### src/can_fifo_status_consts.vh
`ifndef CAN_FIFO_STATUS_CONSTS_VH
`define CAN_FIFO_STATUS_CONSTS_VH

// Register blocks, selected by address bits 7:4
`define BLK_FLAGS_ENABLES      4'h0
`define BLK_SW_ADDRESS         4'h1
`define BLK_FIFO_CONTROL       4'h2
`define BLK_IRQ                4'h3

// Alias operation, selected by address bits 3:2
`define OP_WRITE               2'h0
`define OP_CLEAR               2'h1
`define OP_SET                 2'h2
`define OP_INVERT              2'h3

// Interrupt block word offsets, selected by address bits 3:2
`define IRQ_STATUS_WORD        2'h0
`define IRQ_CLEAR_WORD         2'h1
`define IRQ_ENABLE_WORD        2'h2

// Flags and enables register layout
`define TX_SPACE_EN_BIT        26
`define TX_HALF_EN_BIT         25
`define TX_DRAINED_EN_BIT      24
`define RX_OVERRUN_EN_BIT      19
`define RX_PACKED_EN_BIT       18
`define RX_HALF_EN_BIT         17
`define RX_PENDING_EN_BIT      16
`define TX_SPACE_FLAG_BIT      10
`define TX_HALF_FLAG_BIT       9
`define TX_DRAINED_FLAG_BIT    8
`define RX_OVERRUN_FLAG_BIT    3
`define RX_PACKED_FLAG_BIT     2
`define RX_HALF_FLAG_BIT       1
`define RX_PENDING_FLAG_BIT    0

// FIFO control register layout
`define FIFO_SIZE_MSB          20
`define FIFO_SIZE_LSB          16
`define FIFO_ADVANCE_BIT       13
`define FIFO_DIRECTION_BIT     7

// Operating mode that counts as configuration
`define OPMODE_CONFIG          3'h4

// Reset values
`define FLAGS_ENABLES_RESET    32'h00000000
`define FIFO_CONTROL_RESET     32'h00000000
`define IRQ_ENABLE_RESET       7'h00

// Event count for the sticky interrupt status
`define NUM_EVENTS             7

`endif

### src/can_fifo_status_irq.v
// Strobed register access and the register offsets were left to the implementer.
`timescale 1ns/1ps
// Functional notes
// - Transmit interrupt enables at bits 26, 25, 24, read/write, zero at reset.
// - Receive interrupt enables at bits 19, 18, 17, 16, read/write, zero at reset.
// - Bit 10 shows transmit FIFO has space; reads zero in receive mode.
// - Bit 9 set while transmit occupancy at most half depth; zero for receive.
// - Bit 8 set while transmit FIFO holds no message; zero for receive.
// - Bit 3 latches receive overflow, software may clear it; zero for transmit.
// - Bit 2 set while every receive slot is filled; zero for transmit.
// - Bit 1 set while receive occupancy at least half depth; zero for transmit.
// - Bit 0 set while receive FIFO holds a message; zero for transmit.
// - Occupancy flags are computed from FIFO state and ignore writes.
// - Aliases at +0x4, +0x8, +0xC clear, set, invert writable bits; read zero.
// - Transmit mode user address is the head, where software writes next.
// - Receive mode user address is the tail, where software reads next.
// - User address is read-only, its two low bits always read zero.
// - Direction bit one means transmit FIFO, zero means receive FIFO.
// - Advance bit moves head or tail by one message; flags and address follow.
// - Configuration mode is operating mode status equal to 100.
`include "can_fifo_status_consts.vh"

module can_fifo_status_irq (
	input  wire        clk_sys_i,
	input  wire        reset_i,
	input  wire [7:0]  addr_i,
	input  wire [31:0] wdata_i,
	input  wire        wr_i,
	input  wire        rd_i,
	output wire [31:0] rdata_o,
	input  wire [2:0]  operating_mode_status_i,
	input  wire [31:0] fifo_base_addr_i,
	input  wire [7:0]  msg_bytes_i,
	input  wire        can_msg_done_i,
	output wire [4:0]  can_side_index_o,
	output wire        fifo_irq_req_o,
	output wire        irq_o
);

	function [31:0] apply_op;
		input [1:0]  op;
		input [31:0] cur;
		input [31:0] val;
		begin
			case (op)
				`OP_WRITE:  apply_op = val;
				`OP_CLEAR:  apply_op = cur & ~val;
				`OP_SET:    apply_op = cur | val;
				default:    apply_op = cur ^ val;
			endcase
		end
	endfunction

	reg  [2:0]                tx_en_reg;
	reg  [3:0]                rx_en_reg;
	reg                       rx_overrun_flag_reg;
	reg                       fifo_direction_sel_reg;
	reg  [4:0]                fifo_size_reg;
	reg  [5:0]                count_reg;
	reg  [4:0]                sw_idx_reg;
	reg  [4:0]                can_idx_reg;
	reg  [31:0]               sw_address_reg;
	reg  [`NUM_EVENTS-1:0]    irq_status_reg;
	reg  [`NUM_EVENTS-1:0]    irq_enable_reg;
	reg  [`NUM_EVENTS-1:0]    flags_prev_reg;
	reg  [31:0]               rdata_reg;

	wire [3:0]                blk;
	wire [1:0]                op;
	wire                      config_mode;
	wire                      is_tx;
	wire [5:0]                depth;
	wire                      fifo_full;
	wire                      fifo_empty;
	wire [6:0]                count_x2;
	wire                      tx_space_flag;
	wire                      tx_half_flag;
	wire                      tx_drained_flag;
	wire                      rx_packed_flag;
	wire                      rx_half_flag;
	wire                      rx_pending_flag;
	wire                      rx_overrun_flag;
	wire [31:0]               flags_word;
	wire [31:0]               control_word;
	wire [31:0]               flags_new;
	wire [31:0]               control_new;
	wire                      wr_flags;
	wire                      wr_control;
	wire                      wr_irq_clear;
	wire                      wr_irq_enable;
	wire                      fifo_advance_pointer;
	wire                      producer_evt;
	wire                      consumer_evt;
	wire                      do_dec;
	wire                      do_inc;
	wire                      overrun_evt;
	wire                      sw_step;
	wire                      can_step;
	wire [12:0]               sw_offset;
	wire [31:0]               sw_address_next;
	wire [`NUM_EVENTS-1:0]    flags_vec;
	wire [`NUM_EVENTS-1:0]    irq_clear_vec;
	reg  [31:0]               rdata_next;

	assign blk         = addr_i[7:4];
	assign op          = addr_i[3:2];
	assign config_mode = (operating_mode_status_i == `OPMODE_CONFIG);
	assign is_tx       = fifo_direction_sel_reg;

	// Occupancy status
	assign depth      = {1'b0, fifo_size_reg} + 6'h01;
	assign fifo_full  = (count_reg == depth);
	assign fifo_empty = (count_reg == 6'h00);
	assign count_x2   = {count_reg, 1'b0};

	assign tx_space_flag   = is_tx & ~fifo_full;
	assign tx_half_flag    = is_tx & (count_x2 <= {1'b0, depth});
	assign tx_drained_flag = is_tx & fifo_empty;
	assign rx_packed_flag  = ~is_tx & fifo_full;
	assign rx_half_flag    = ~is_tx & (count_x2 >= {1'b0, depth});
	assign rx_pending_flag = ~is_tx & ~fifo_empty;
	assign rx_overrun_flag = ~is_tx & rx_overrun_flag_reg;

	assign flags_word = {5'h00,
			     tx_en_reg,
			     4'h0,
			     rx_en_reg,
			     5'h00,
			     tx_space_flag,
			     tx_half_flag,
			     tx_drained_flag,
			     4'h0,
			     rx_overrun_flag,
			     rx_packed_flag,
			     rx_half_flag,
			     rx_pending_flag};

	// Advance always reads back zero, so a set or invert alias still pulses it
	assign control_word = {11'h000,
			       fifo_size_reg,
			       8'h00,
			       fifo_direction_sel_reg,
			       7'h00};

	assign flags_new   = apply_op(op, flags_word, wdata_i);
	assign control_new = apply_op(op, control_word, wdata_i);

	assign wr_flags      = wr_i & (blk == `BLK_FLAGS_ENABLES);
	assign wr_control    = wr_i & (blk == `BLK_FIFO_CONTROL);
	assign wr_irq_clear  = wr_i & (blk == `BLK_IRQ) & (op == `IRQ_CLEAR_WORD);
	assign wr_irq_enable = wr_i & (blk == `BLK_IRQ) & (op == `IRQ_ENABLE_WORD);

	assign fifo_advance_pointer = wr_control & control_new[`FIFO_ADVANCE_BIT];

	// Transmit: software fills, CAN side drains; receive is the reverse
	assign producer_evt = ~config_mode & (is_tx ? fifo_advance_pointer : can_msg_done_i);
	assign consumer_evt = ~config_mode & (is_tx ? can_msg_done_i : fifo_advance_pointer);
	assign do_dec       = consumer_evt & ~fifo_empty;
	assign do_inc       = producer_evt & (~fifo_full | do_dec);
	assign overrun_evt  = ~is_tx & producer_evt & ~do_inc;
	assign sw_step      = is_tx ? do_inc : do_dec;
	assign can_step     = is_tx ? do_dec : do_inc;

	// Head for transmit, tail for receive: both are the software-side index
	assign sw_offset       = {8'h00, sw_idx_reg} * {5'h00, msg_bytes_i};
	assign sw_address_next = (fifo_base_addr_i + {19'h00000, sw_offset}) & 32'hfffffffc;

	always @(posedge clk_sys_i or posedge reset_i)
	begin
		if (reset_i)
		begin
			tx_en_reg <= 3'h0;
			rx_en_reg <= 4'h0;
		end
		else if (wr_flags)
		begin
			tx_en_reg <= flags_new[`TX_SPACE_EN_BIT:`TX_DRAINED_EN_BIT];
			rx_en_reg <= flags_new[`RX_OVERRUN_EN_BIT:`RX_PENDING_EN_BIT];
		end
	end

	// Overrun is the only writable flag; a new overrun beats a software clear
	always @(posedge clk_sys_i or posedge reset_i)
	begin
		if (reset_i)
			rx_overrun_flag_reg <= 1'b0;
		else if (overrun_evt)
			rx_overrun_flag_reg <= 1'b1;
		else if (wr_flags)
			rx_overrun_flag_reg <= flags_new[`RX_OVERRUN_FLAG_BIT];
		else if (config_mode)
			rx_overrun_flag_reg <= 1'b0;
	end

	// Direction and size only change in configuration, while pointers are cleared to zero
	always @(posedge clk_sys_i or posedge reset_i)
	begin
		if (reset_i)
		begin
			fifo_direction_sel_reg <= 1'b0;
			fifo_size_reg          <= 5'h00;
		end
		else if (wr_control & config_mode)
		begin
			fifo_direction_sel_reg <= control_new[`FIFO_DIRECTION_BIT];
			fifo_size_reg          <= control_new[`FIFO_SIZE_MSB:`FIFO_SIZE_LSB];
		end
	end

	always @(posedge clk_sys_i or posedge reset_i)
	begin
		if (reset_i)
		begin
			count_reg   <= 6'h00;
			sw_idx_reg  <= 5'h00;
			can_idx_reg <= 5'h00;
		end
		else if (config_mode)
		begin
			count_reg   <= 6'h00;
			sw_idx_reg  <= 5'h00;
			can_idx_reg <= 5'h00;
		end
		else
		begin
			if (do_inc & ~do_dec)
				count_reg <= count_reg + 6'h01;
			else if (do_dec & ~do_inc)
				count_reg <= count_reg - 6'h01;
			if (sw_step)
				sw_idx_reg <= (sw_idx_reg == fifo_size_reg) ? 5'h00 : sw_idx_reg + 5'h01;
			if (can_step)
				can_idx_reg <= (can_idx_reg == fifo_size_reg) ? 5'h00 : can_idx_reg + 5'h01;
		end
	end

	// Registered address; shows the aligned base during configuration since pointers are cleared
	always @(posedge clk_sys_i or posedge reset_i)
	begin
		if (reset_i)
			sw_address_reg <= 32'h00000000;
		else
			sw_address_reg <= sw_address_next;
	end

	// Sticky events on each flag's rising edge
	assign flags_vec     = {tx_space_flag,
				tx_half_flag,
				tx_drained_flag,
				rx_overrun_flag,
				rx_packed_flag,
				rx_half_flag,
				rx_pending_flag};
	assign irq_clear_vec = wr_irq_clear ? wdata_i[`NUM_EVENTS-1:0] : {`NUM_EVENTS{1'b0}};

	always @(posedge clk_sys_i or posedge reset_i)
	begin
		if (reset_i)
			flags_prev_reg <= {`NUM_EVENTS{1'b0}};
		else
			flags_prev_reg <= flags_vec;
	end

	genvar g;
	generate
		for (g = 0; g < `NUM_EVENTS; g = g + 1)
		begin : g_sticky
			always @(posedge clk_sys_i or posedge reset_i)
			begin
				if (reset_i)
					irq_status_reg[g] <= 1'b0;
				else if (flags_vec[g] & ~flags_prev_reg[g])
					irq_status_reg[g] <= 1'b1;
				else if (irq_clear_vec[g])
					irq_status_reg[g] <= 1'b0;
			end
		end
	endgenerate

	always @(posedge clk_sys_i or posedge reset_i)
	begin
		if (reset_i)
			irq_enable_reg <= `IRQ_ENABLE_RESET;
		else if (wr_irq_enable)
			irq_enable_reg <= wdata_i[`NUM_EVENTS-1:0];
	end

	assign irq_o = |(irq_status_reg & irq_enable_reg);

	assign fifo_irq_req_o = |({tx_space_flag,
				   tx_half_flag,
				   tx_drained_flag,
				   rx_overrun_flag,
				   rx_packed_flag,
				   rx_half_flag,
				   rx_pending_flag} &
				  {tx_en_reg, rx_en_reg});

	// Read decode; alias and unmapped words read zero
	always @*
	begin
		rdata_next = 32'h00000000;
		if (op != `OP_WRITE)
			rdata_next = 32'h00000000;
		else if (blk == `BLK_FLAGS_ENABLES)
			rdata_next = flags_word;
		else if (blk == `BLK_SW_ADDRESS)
			rdata_next = sw_address_reg;
		else if (blk == `BLK_FIFO_CONTROL)
			rdata_next = control_word;
		else if (blk == `BLK_IRQ)
			rdata_next = {25'h0000000, irq_status_reg};
		if ((blk == `BLK_IRQ) && (op == `IRQ_ENABLE_WORD))
			rdata_next = {25'h0000000, irq_enable_reg};
	end

	always @(posedge clk_sys_i or posedge reset_i)
	begin
		if (reset_i)
			rdata_reg <= 32'h00000000;
		else if (rd_i)
			rdata_reg <= rdata_next;
		else
			rdata_reg <= 32'h00000000;
	end

	assign rdata_o          = rdata_reg;
	assign can_side_index_o = can_idx_reg;

endmodule // can_fifo_status_irq

### config.mk
export PLATFORM = sky130hd
export DESIGN_NAME = can_fifo_status_irq
export DESIGN_NICKNAME = d
export VERILOG_FILES = /design/src/can_fifo_status_irq.v
export VERILOG_INCLUDE_DIRS = /design/src /design/src/src
export SDC_FILE = /design/constraint.sdc
export NUM_CORES = 1
export LEC_CHECK = 0
export BUFFER_PORTS_ARGS = -buffer_cell sky130_fd_sc_hd__clkbuf_2
export CORE_ASPECT_RATIO = 0.9
export CORE_MARGIN = 4
export CORE_UTILIZATION = 62
export DETAILED_ROUTE_END_ITERATION = 8
export GPL_ROUTABILITY_DRIVEN = 0
export GPL_TIMING_DRIVEN = 0
export PLACE_DENSITY = 0.84
export SLEW_MARGIN = 20
export SYNTH_ARGS = -nofsm -noshare
export SYNTH_HDL_FRONTEND = slang
export SYNTH_SLANG_ARGS = --single-unit
### constraint.sdc
create_clock -name clk_sys_i -period 7 [get_ports clk_sys_i]
set_input_delay 1.4 -clock clk_sys_i [delete_from_list [all_inputs] [get_ports clk_sys_i]]
set_output_delay 1.4 -clock clk_sys_i [all_outputs]
set_load 0.02 [all_outputs]
==> summary.md, run 1 <==
| Metric | Value |
|---|---|
| Routed WL | `roughly 19 mm` |
| # setup viols final | `0` |
| Clk sinks | `about 110` |
| Core Box Area | `12100 um2` |
| Share of layout cells above drive strength 1 | `0.179` |
| Ys async rst share | `1.00` |
| CP dominant cell by count | `fa_1` |
| Die width | `125 um` |
| Iteration count of the initial detailed-routing pass | `5` |
| Register area share after synthesis | `0.367` |
| Avg Inst Size Synth | `just under 10 um2` |
| Critical path peak fanout | `6` |
| Mapped Cells | `about 800` |
| Die footprint | `between 10000 and 15000 um2` |
| Number of global-route vias before repair | `6483` |
| Routed wire per std cell | `between 15 and 20 um` |
| Clock-pin slew on the worst setup and hold paths | `0.06 ns` |
| Final Hold Vio Count | `0` |
| # H-tree levels | `4` |
| Top FF cell, synth | `dfrtp_1` |
| Worst Skew | `a little under 0.008 ns` |
| Total CTS buffers | `17` |
| Post-cts resize count | `0` |
| Initial antenna violation count | `0` |
| Worst-margin pin slew | `1.06 ns` |
| CTS tree | `built` |
| Final worst setup slack | `between 1.5 and 2 ns` |
| Max Cap Viol | `0` |
| Post-synthesis register bit count | `approximately 110` |
| First-pass GRT wire length | `~32 mm` |
| Worst Setup End Kind | `register` |
| Setup TNS | `0 ns` |
| Gr ovfl total | `0` |
| ANT cells | `0` |
| Post-CTS Hold Buffers | `0` |
| DP Cell Count | `~1.1k` |
| Outcome | `completed` |
| Via/cell ratio | `around 5.8` |
| Post-synth top area share | `0.367` |
| Pre-CTS setup slack | `1.56 ns` |
| List of most frequent post-synthesis cells | `dfrtp_1, inv_1, nand2_1` |
| Net Count, Synth | `980` |
| Peak supply drop | `188 uV` |
| Max reg flops | `32` |
| Largest net degree at the start of global routing | `a little over 70` |
| Root buffer cell | `clkbuf_16` |
| Critical path type | `input port to register` |
| Total power | `about 2.3 mW` |
| Slew Viols, Final | `0` |
| Starting DRT DRC Count | `549` |
| Yosys Warn Count | `0` |
| Post-synth cell types | `between 60 and 70` |
| Largest delay share family, worst path | `adder cells` |
| Worst setup SP type | `input port` |
| Leak pwr | `4.53 nW` |
| Number of synthesized flops with an enable pin | `0` |
| CP required | `~7.3 ns` |
| Final ANT Viol Nets | `0` |
| Slowest CP cell | `fa_1` |
| Chip height | `between 100 and 150 um` |
| Crit-path max cell delay | `about 0.55 ns` |
| # nets final | `1107` |
| RSZ-0062 raised after global routing | `false` |
| Arrival time at the worst endpoint | `5.42 ns` |
| Part of the cycle the worst path needs | `0.727` |
| Yosys top cell by area | `dfrtp_1` |
| Vias | `between 6k and 7k` |
| Worst Hold Class | `register to register` |
| Post-CTS setup repair buffer count | `0` |
| Rel. slew slack | `0.288` |
| Clock buffer depth | `2` |
| Most common cell in the netlist | `dfrtp_1` |
| P per Cell Area | `between 200 and 300 nW/um2` |
| Crit-path cells | `clkbuf_2 -> and2_1 -> fa_1 -> fa_1 -> inv_1 -> fa_1 -> inv_1 -> ha_1 -> and3_1 -> a2111oi_2 -> a221oi_1 -> o21ai_0 -> a21oi_1 -> nand3_1 -> xnor2_1` |
| Initial core utilization | `0.635` |
| Fin cells | `1101` |
| Top post-synthesis cells by area | `dfrtp_1, ha_1, fa_1` |
| DRC | `0` |
| Num rows | `38` |
| # IOs | `between 100 and 150` |
| GRT Overall Usage | `0.278` |
| Post-DP HPWL | `between 10 and 15 mm` |
| Synth-to-layout area growth | `17.7%` |
| Fmax | `roughly 200 MHz` |
| Number of port buffers | `around 110` |
| Clock latency on the worst-skew pair | `0.42 ns` |
| Worst Path Buf+Inv | `3` |
| Cell area after synthesis | `7700 um2` |
| Post-layout minimum cycle time | `just over 5 ns` |
## power by group
group          internal [mW]  switching [mW]  total [mW]  leakage, nW
clock                  0.561           0.300       0.860        0.283
sequential             0.732          0.0898       0.822         1.41
combinational          0.247           0.341       0.587         2.84
total                   1.54           0.730        2.27         4.53
## area by class of cell
cell class                      count  area, um2
Multi-Input combinational cell    564       4400
Fill cell                         855       3060
Sequential cell                   113       2830
Timing Repair Buffer              108        563
Clock buffer                       24        492
Inverter                           97        369
Tap cell                          160        200
Buffer                             27        110
Clock inverter                      8        101
## routing by layer
layer  track usage  wire length [um]  vias up
met2         0.439              8800      299
met5             0                 0        -
met4         0.103               526        0
met1         0.381              7910     3082
li1              -                 -     2979
met3        0.0641              1580       53
## cells in the final DEF, fill, tap and decap left out, types with 9 or more instances in the layout
master | Yosys | final
a21o_1 | 11 | 11
a21oi_1 | 33 | 33
a22oi_1 | 11 | 11
and2_1 | 31 | 31
and3_1 | 25 | 25
clkbuf_1 | 21 | 24
clkbuf_16 | 0 | 17
clkbuf_2 | 0 | 107
dfrtp_1 | 113 | 113
fa_1 | 30 | 30
ha_1 | 61 | 61
inv_1 | 95 | 94
mux4_2 | 9 | 9
nand2_1 | 93 | 93
nand3_1 | 22 | 22
nor2_1 | 35 | 35
o21ai_0 | 43 | 43
o21ai_1 | 18 | 18
xnor2_1 | 35 | 35
xor2_1 | 13 | 13
## worst reg2reg max path, stage by stage (launching register included)
cell and delay (ns):
dfrtp_1 0.37, clkbuf_1 0.39, nand2_1 0.14, fa_1 0.52, inv_1 0.05, fa_1 0.48, inv_1 0.06, fa_1 0.53
inv_1 0.04, ha_1 0.35, and3_1 0.20, a2111oi_2 0.49, a221oi_1 0.17, o21ai_0 0.29, a21oi_1 0.24, nand3_1 0.18
xnor2_1 0.13
## stage by stage
| stage | hold slack, ns | util | cell area (um2) |
|---|---|---|---|
| 2_1_floorplan | 0.400 | - | 7700 |
| 3_3_place_gp | 0.402 | 0.696 | 8440 |
| 3_5_place_dp | 0.405 | 0.699 | 8470 |
| 4_1_cts | 0.412 | 0.748 | 9060 |
| 5_1_grt | 0.423 | 0.748 | 9060 |
| 6_report | 0.413 | 0.748 | 9060 |
## cell families after synthesis
group	share of synthesized area
buf+inv	0.0616
compound gates	0.139
flops	0.367
simple gates	0.159
xor+xnor	0.0546
fa+ha+maj	0.177
mux	0.0416
## worst paths after layout
kind | from | to | slack (ns) | cells after the start
max in group asynchronous | reset_i | count_reg[5] | 5.34 | 3
min in group asynchronous | reset_i | rdata_o[23] | 0.99 | 2
worst min-delay path | flags_prev_reg[5] | irq_status_reg[5] | 0.41 | 1
worst max-delay path | msg_bytes_i[1] | sw_address_reg[31] | 1.91 | 15
worst min register to register | flags_prev_reg[5] | irq_status_reg[5] | 0.41 | 1
worst max register to register | sw_idx_reg[1] | sw_address_reg[31] | 2.29 | 16
Note: power is estimated with default switching activity, not from simulation.
==> run 2: changes to the inputs <==
--- a/config.mk
+++ b/config.mk
@@ -9,11 +9,11 @@
 export BUFFER_PORTS_ARGS = -buffer_cell sky130_fd_sc_hd__clkbuf_2
 export CORE_ASPECT_RATIO = 0.9
 export CORE_MARGIN = 4
-export CORE_UTILIZATION = 62
+export CORE_UTILIZATION = 58
 export DETAILED_ROUTE_END_ITERATION = 8
 export GPL_ROUTABILITY_DRIVEN = 0
 export GPL_TIMING_DRIVEN = 0
-export PLACE_DENSITY = 0.84
+export PLACE_DENSITY = 0.79
 export SLEW_MARGIN = 20
 export SYNTH_ARGS = -nofsm -noshare
 export SYNTH_HDL_FRONTEND = slang
==> constraint.sdc (replaced) <==
create_clock -name clk_sys_i -period 4.9 [get_ports clk_sys_i]
set_input_delay 0.98 -clock clk_sys_i [delete_from_list [all_inputs] [get_ports clk_sys_i]]
set_output_delay 0.98 -clock clk_sys_i [all_outputs]
set_load 0.02 [all_outputs]
==> summary.md, run 2 (same netlist as run 1, synthesis figures left out) <==
| Metric | Value |
|---|---|
| Total CTS buffers | `17 (unchanged)` |
| Outcome | `completed` |
| Iteration count of the initial detailed-routing pass | `6 (+1)` |
| # nets final | `1104 (-0.27%)` |
| Num rows | `39 (+2.6%)` |
| DRC | `0 (unchanged)` |
| First-pass GRT wire length | `32.2 mm (+1.1%)` |
| Die footprint | `15200 um2 (+6.4%)` |
| Max Cap Viol | `0 (unchanged)` |
| Post-CTS Hold Buffers | `0 (unchanged)` |
| Synth-to-layout area growth | `18.7%` |
| Number of port buffers | `107 (unchanged)` |
| Gr ovfl total | `0 (unchanged)` |
| Clock-pin slew on the worst setup and hold paths | `0.06 ns (about the same)` |
| Routed WL | `19.2 mm (+1.9%)` |
| Commonest cells after routing, fill and taps aside | `dfrtp_1, clkbuf_2, inv_1` |
| Final Hold Vio Count | `0 (unchanged)` |
| Worst-margin pin slew | `0.959 ns (-0.0998 ns)` |
| Chip height | `117 um (+3.2%)` |
| DP Cell Count | `1073 (+0.37%)` |
| # IOs | `127 (unchanged)` |
| Worst Setup End Kind | `register` |
| Critical path type | `register to register` |
| Peak supply drop | `298 uV (+58%)` |
| Clock latency on the worst-skew pair | `0.42 ns (about the same)` |
| GRT Overall Usage | `0.266 (-0.0123)` |
| Placed instance area | `8480 um2 (about the same)` |
| Post-layout minimum cycle time | `around 4.6 ns` |
| RSZ-0062 raised after global routing | `true` |
| Final ANT Viol Nets | `0 (unchanged)` |
| Number of global-route vias before repair | `6534 (+0.79%)` |
| Via/cell ratio | `5.76 (-1.0%)` |
| CTS tree | `built` |
| Worst setup SP type | `register` |
| Rel. slew slack | `0.355 (+0.0671)` |
| Vias | `6353 (-0.94%)` |
| Routed wire per std cell | `17.4 um (+1.8%)` |
| Arrival time at the worst endpoint | `4.95 ns (-0.47 ns)` |
| Critical path peak fanout | `10 (+4)` |
| # H-tree levels | `4 (unchanged)` |
| # fillers | `965 (+13%)` |
| Clock buffer depth | `2 (unchanged)` |
| CP required | `5.22 ns (-2.11 ns)` |
| Part of the cycle the worst path needs | `0.943` |
| Hold WS | `0.416 ns (+0.00229 ns)` |
| Root buffer cell | `clkbuf_16` |
| Die width | `129 um (+3.2%)` |
| Clk sinks | `113 (unchanged)` |
| Fmax | `~220 MHz` |
| P per Cell Area | `374 nW/um2 (+49%)` |
| Initial core utilization | `0.600 (-0.0351)` |
| ANT cells | `0 (unchanged)` |
| # setup viols final | `0 (unchanged)` |
| Share of layout cells above drive strength 1 | `0.183 (+0.00484)` |
| Core Box Area | `12800 um2 (+5.9%)` |
| Setup TNS | `0 ns (unchanged)` |
| Design area | `9140 um2 (+0.88%)` |
| Worst Hold Class | `register to register` |
| Total power | `3.42 mW (+50%)` |
| Max reg flops | `32 (unchanged)` |
| Fin cells | `1102 (+0.091%)` |
| Post-DP HPWL | `14.2 mm (+1.2%)` |
| Largest net degree at the start of global routing | `60 (-17%)` |
| Worst Skew | `0.00747 ns (-0.000297 ns)` |
| Leading cell type in the layout, fill and taps excluded | `dfrtp_1` |
| Slew Viols, Final | `0 (unchanged)` |
| Leak pwr | `4.57 nW (+0.76%)` |
| Starting DRT DRC Count | `426 (-22%)` |
| Initial antenna violation count | `0 (unchanged)` |
==> run 2: changes by cell type in the layout (fill, tap and decap cells not counted) <==
cell / delta
clkbuf_1: -5
bufinv_16: +3
clkinv_2: -2
clkinv_4: +2
a211oi_1: -1
a211oi_2: +1
a21oi_1: -1
a21oi_2: +1
clkbuf_8: -1
clkinvlp_4: -1
inv_6: +1
==> run 2: final cells by class <==
class	instances	area (um2)	area share
Timing Repair Buffer	108	563	0.0616
Inverter	97	369	0.0404
Clock inverter	11	200	0.0219
Sequential cell	113	2830	0.309
Clock buffer	21	470	0.0515
Tap cell	164	205	0.0224
Multi-Input combinational cell	564	4410	0.482
Buffer	24	98.8	0.0108
==> run 2: worst max-delay path, stage by stage (launching register included) <==
cell and delay (ns):
dfrtp_1 0.43, clkbuf_1 0.36, nand2_1 0.13, fa_1 0.49, inv_1 0.05, fa_1 0.47
inv_1 0.05, fa_1 0.52, inv_1 0.04, ha_1 0.34, and3_1 0.21, a2111oi_2 0.51
a221oi_1 0.19, o21ai_0 0.33, a21oi_2 0.17, nand2_1 0.11, xnor2_1 0.13
==> run 2: repair_timing <==
| action | CTS | global route |
|---|---|---|
| buffers inserted | 0 | 0 |
| resized for setup | 0 | 2 |
| setup endpoints to repair | 0 | 9 |
==> run 2: worst paths after layout <==
check                                           to  depth (start not counted)  slack, ns              start
min in group asynchronous              rdata_o[22]                          2       0.60            reset_i
worst max-delay path            sw_address_reg[27]                         16       0.28      sw_idx_reg[0]
worst min-delay path             irq_status_reg[4]                          1       0.42  flags_prev_reg[4]
worst min register to register   irq_status_reg[4]                          1       0.42  flags_prev_reg[4]
worst max register to register  sw_address_reg[27]                         16       0.28      sw_idx_reg[0]
max in group asynchronous             count_reg[1]                          3       3.64            reset_i
==> run 2: power breakdown <==
part,total [mW],internal [mW],leakage (nW),switching [mW]
Combinational,0.837,0.351,2.84,0.485
Clock,1.40,0.947,0.321,0.457
Sequential,1.18,1.05,1.41,0.130
Total,3.42,2.34,4.57,1.07
==> run 2: through the flow <==
stage	worst slack [ns]	util
global route	-0.00936	0.712
CTS	0.265	0.713
global placement	-0.231	0.658
detailed placement	-0.125	0.660
finish	0.278	0.712
floorplan	0.321	-
==> run 2: metal layers <==
metal / track usage / wire [um] / up-vias
met5: 0 / 0 / -
met1: 0.371 / 8490 / 3072
met3: 0.0545 / 1390 / 44
li1: - / - / 2970
met4: 0.100 / 475 / 0
met2: 0.410 / 8810 / 267
==> run 3: changes to the inputs <==
==> constraint.sdc (replaced) <==
create_clock -name clk_sys_i -period 4.9 [get_ports clk_sys_i]
set_input_delay 0 -clock clk_sys_i [delete_from_list [all_inputs] [get_ports clk_sys_i]]
set_output_delay 0 -clock clk_sys_i [all_outputs]
set_load 0.02 [all_outputs]
==> summary.md, run 3 (same netlist as run 1, synthesis figures left out) <==
| Metric | Value |
|---|---|
| # nets final | `1133 (+2.6%)` |
| Core Box Area | `12800 um2 (unchanged)` |
| Total CTS buffers | `17 (unchanged)` |
| # fillers | `903 (-6.4%)` |
| Register area | `2830 um2 (unchanged)` |
| First-pass GRT wire length | `34.1 mm (+6.2%)` |
| Crit-path cells | `and2_1 -> fa_1 -> fa_1 -> inv_1 -> fa_1 -> inv_1 -> ha_1 -> and3_1 -> a2111oi_2 -> a221oi_1 -> o21ai_0 -> a21oi_2 -> nand2_1 -> xnor2_1` |
| Setup TNS | `0 ns (unchanged)` |
| Max Cap Viol | `0 (unchanged)` |
| Vias | `6605 (+4.0%)` |
| Max reg flops | `32 (unchanged)` |
| Worst Hold Class | `input port to register` |
| Number of port buffers | `107 (unchanged)` |
| Outcome | `completed` |
| Worst Skew | `0.00973 ns (+0.00226 ns)` |
| CP required | `5.20 ns (-0.02 ns)` |
| Worst Setup End Kind | `register` |
| Peak supply drop | `315 uV (+5.8%)` |
| Leading cell type in the layout, fill and taps excluded | `dfrtp_1` |
| Largest net degree at the start of global routing | `60 (unchanged)` |
| Largest delay share family, worst path | `adder cells` |
| Die footprint | `15200 um2 (unchanged)` |
| Design area | `9450 um2 (+3.3%)` |
| Die width | `129 um (unchanged)` |
| Num rows | `39 (unchanged)` |
| Placed instance area | `8480 um2 (unchanged)` |
| Gr ovfl total | `0 (unchanged)` |
| Slowest CP cell | `dfrtp_1` |
| Root buffer cell | `clkbuf_16` |
| Final Hold Vio Count | `0 (unchanged)` |
| # IOs | `127 (unchanged)` |
| Critical path peak fanout | `13 (+3)` |
| Worst-margin pin slew | `0.962 ns (+0.00229 ns)` |
| # H-tree levels | `4 (unchanged)` |
| Via/cell ratio | `5.83 (+1.1%)` |
| Critical path type | `register to register` |
| Chip height | `117 um (unchanged)` |
| Initial antenna violation count | `2 (+2)` |
| Utilization after layout | `0.736 (+0.0236)` |
| Worst Path Buf+Inv | `2 (-2)` |
| Iteration count of the initial detailed-routing pass | `5 (-1)` |
| Number of global-route vias before repair | `6842 (+4.7%)` |
| CTS tree | `built` |
| P per Cell Area | `365 nW/um2 (-2.2%)` |
| Initial core utilization | `0.600 (unchanged)` |
| # setup viols final | `0 (unchanged)` |
| Clock-pin slew on the worst setup and hold paths | `0.06 ns (about the same)` |
| Synth-to-layout area growth | `22.6%` |
| Slew Viols, Final | `0 (unchanged)` |
| Rel. slew slack | `0.353 (-0.00154)` |
| DRC | `0 (unchanged)` |
| Final ANT Viol Nets | `0 (unchanged)` |
| Fmax | `218 MHz (+0.64%)` |
| Part of the cycle the worst path needs | `0.937 (-0.00601)` |
| Post-CTS setup repair buffer count | `0 (unchanged)` |
| CP dominant cell by count | `fa_1` |
| RSZ-0062 raised after global routing | `false` |
| Starting DRT DRC Count | `663 (+56%)` |
| Clock buffer depth | `2 (unchanged)` |
| Share of layout cells above drive strength 1 | `0.179 (-0.00447)` |
| Post-DP HPWL | `14.2 mm (unchanged)` |
| Routed WL | `20.7 mm (+8.1%)` |
| Crit-path max cell delay | `0.59 ns (+0.07 ns)` |
| Worst setup SP type | `register` |
| Post-layout minimum cycle time | `4.59 ns (-0.0295 ns)` |
| Leak pwr | `4.70 nW (+2.8%)` |
| Arrival time at the worst endpoint | `4.90 ns (-0.05 ns)` |
| Clk sinks | `113 (unchanged)` |
| Commonest cells after routing, fill and taps aside | `dfrtp_1, clkbuf_2, inv_1` |
| Clock latency on the worst-skew pair | `0.42 ns (about the same)` |
| Area of the multi-input gates | `4410 um2 (unchanged)` |
| Routed wire per std cell | `18.3 um (+5.2%)` |
| GRT Overall Usage | `0.284 (+0.0184)` |
==> run 3: cell count changes in the layout (fill, tap and decap cells not counted) <==
cell / previous run / this run
dlygate4sd3_1: 0 / 30
clkbuf_1: 19 / 17
diode_2: 0 / 2
clkbuf_2: 107 / 108
==> run 3: metrics by stage <==
step	setup slack (ns)	std cells	power, mW	hold WS (ns)
3_3_place_gp	0.338	1072	1.96	0.202
3_5_place_dp	0.287	1073	2.00	0.0741
6_report	0.308	1133	3.45	0.0327
5_1_grt	0.0384	1133	3.62	0.0570
4_1_cts	0.265	1135	3.43	0.0231
2_1_floorplan	0.760	801	1.75	0.0910
==> run 3: worst reg2reg max path, delay by kind of cell (launching register included) <==
kind	cells	cell delay, ns
adder cells (fa/ha/maj)	4	1.84
AO/OA/AOI/OAI	4	1.26
flip-flops	1	0.59
AND/OR/NAND/NOR	3	0.54
XOR/XNOR	1	0.17
buffers and inverters	2	0.09
==> run 3: layout make-up <==
class,count,area share
Timing Repair Buffer,138,0.0914
Sequential cell,113,0.299
Tap cell,164,0.0217
Inverter,97,0.0391
Buffer,23,0.0102
Clock buffer,21,0.0498
Clock inverter,11,0.0212
Multi-Input combinational cell,564,0.467
Antenna cell,2,0.000530
==> run 3: worst paths after layout <==
kind                                            to                start  slack, ns  cells past startpoint
max in group asynchronous             count_reg[1]              reset_i       4.05                      4
worst min register to register   irq_status_reg[4]    flags_prev_reg[4]       0.42                      1
worst max register to register  sw_address_reg[27]        sw_idx_reg[2]       0.31                     14
worst min-delay path             sw_address_reg[2]  fifo_base_addr_i[0]       0.03                      3
worst max-delay path            sw_address_reg[27]        sw_idx_reg[2]       0.31                     14
min in group asynchronous              rdata_o[22]              reset_i       0.18                      3
==> run 3: what timing repair did <==
item / CTS / global route
resized for setup: 0 / 4
hold buffers: 30 / 0
endpoints found under the hold margin: 93 / 0
endpoints found under the setup margin: 0 / 11
==> run 3: layer usage <==
layer,up-vias,GRT usage,part of all wire
met5,-,0,0
met4,0,0.121,0.035
met3,73,0.0668,0.084
met2,340,0.440,0.46
met1,3161,0.382,0.42
li1,3031,-,-
==> run 3: power breakdown <==
part           total [mW]  internal, mW  switching (mW)
combinational       0.861         0.367           0.494
clock                1.41         0.948           0.465
sequential           1.18          1.05           0.132
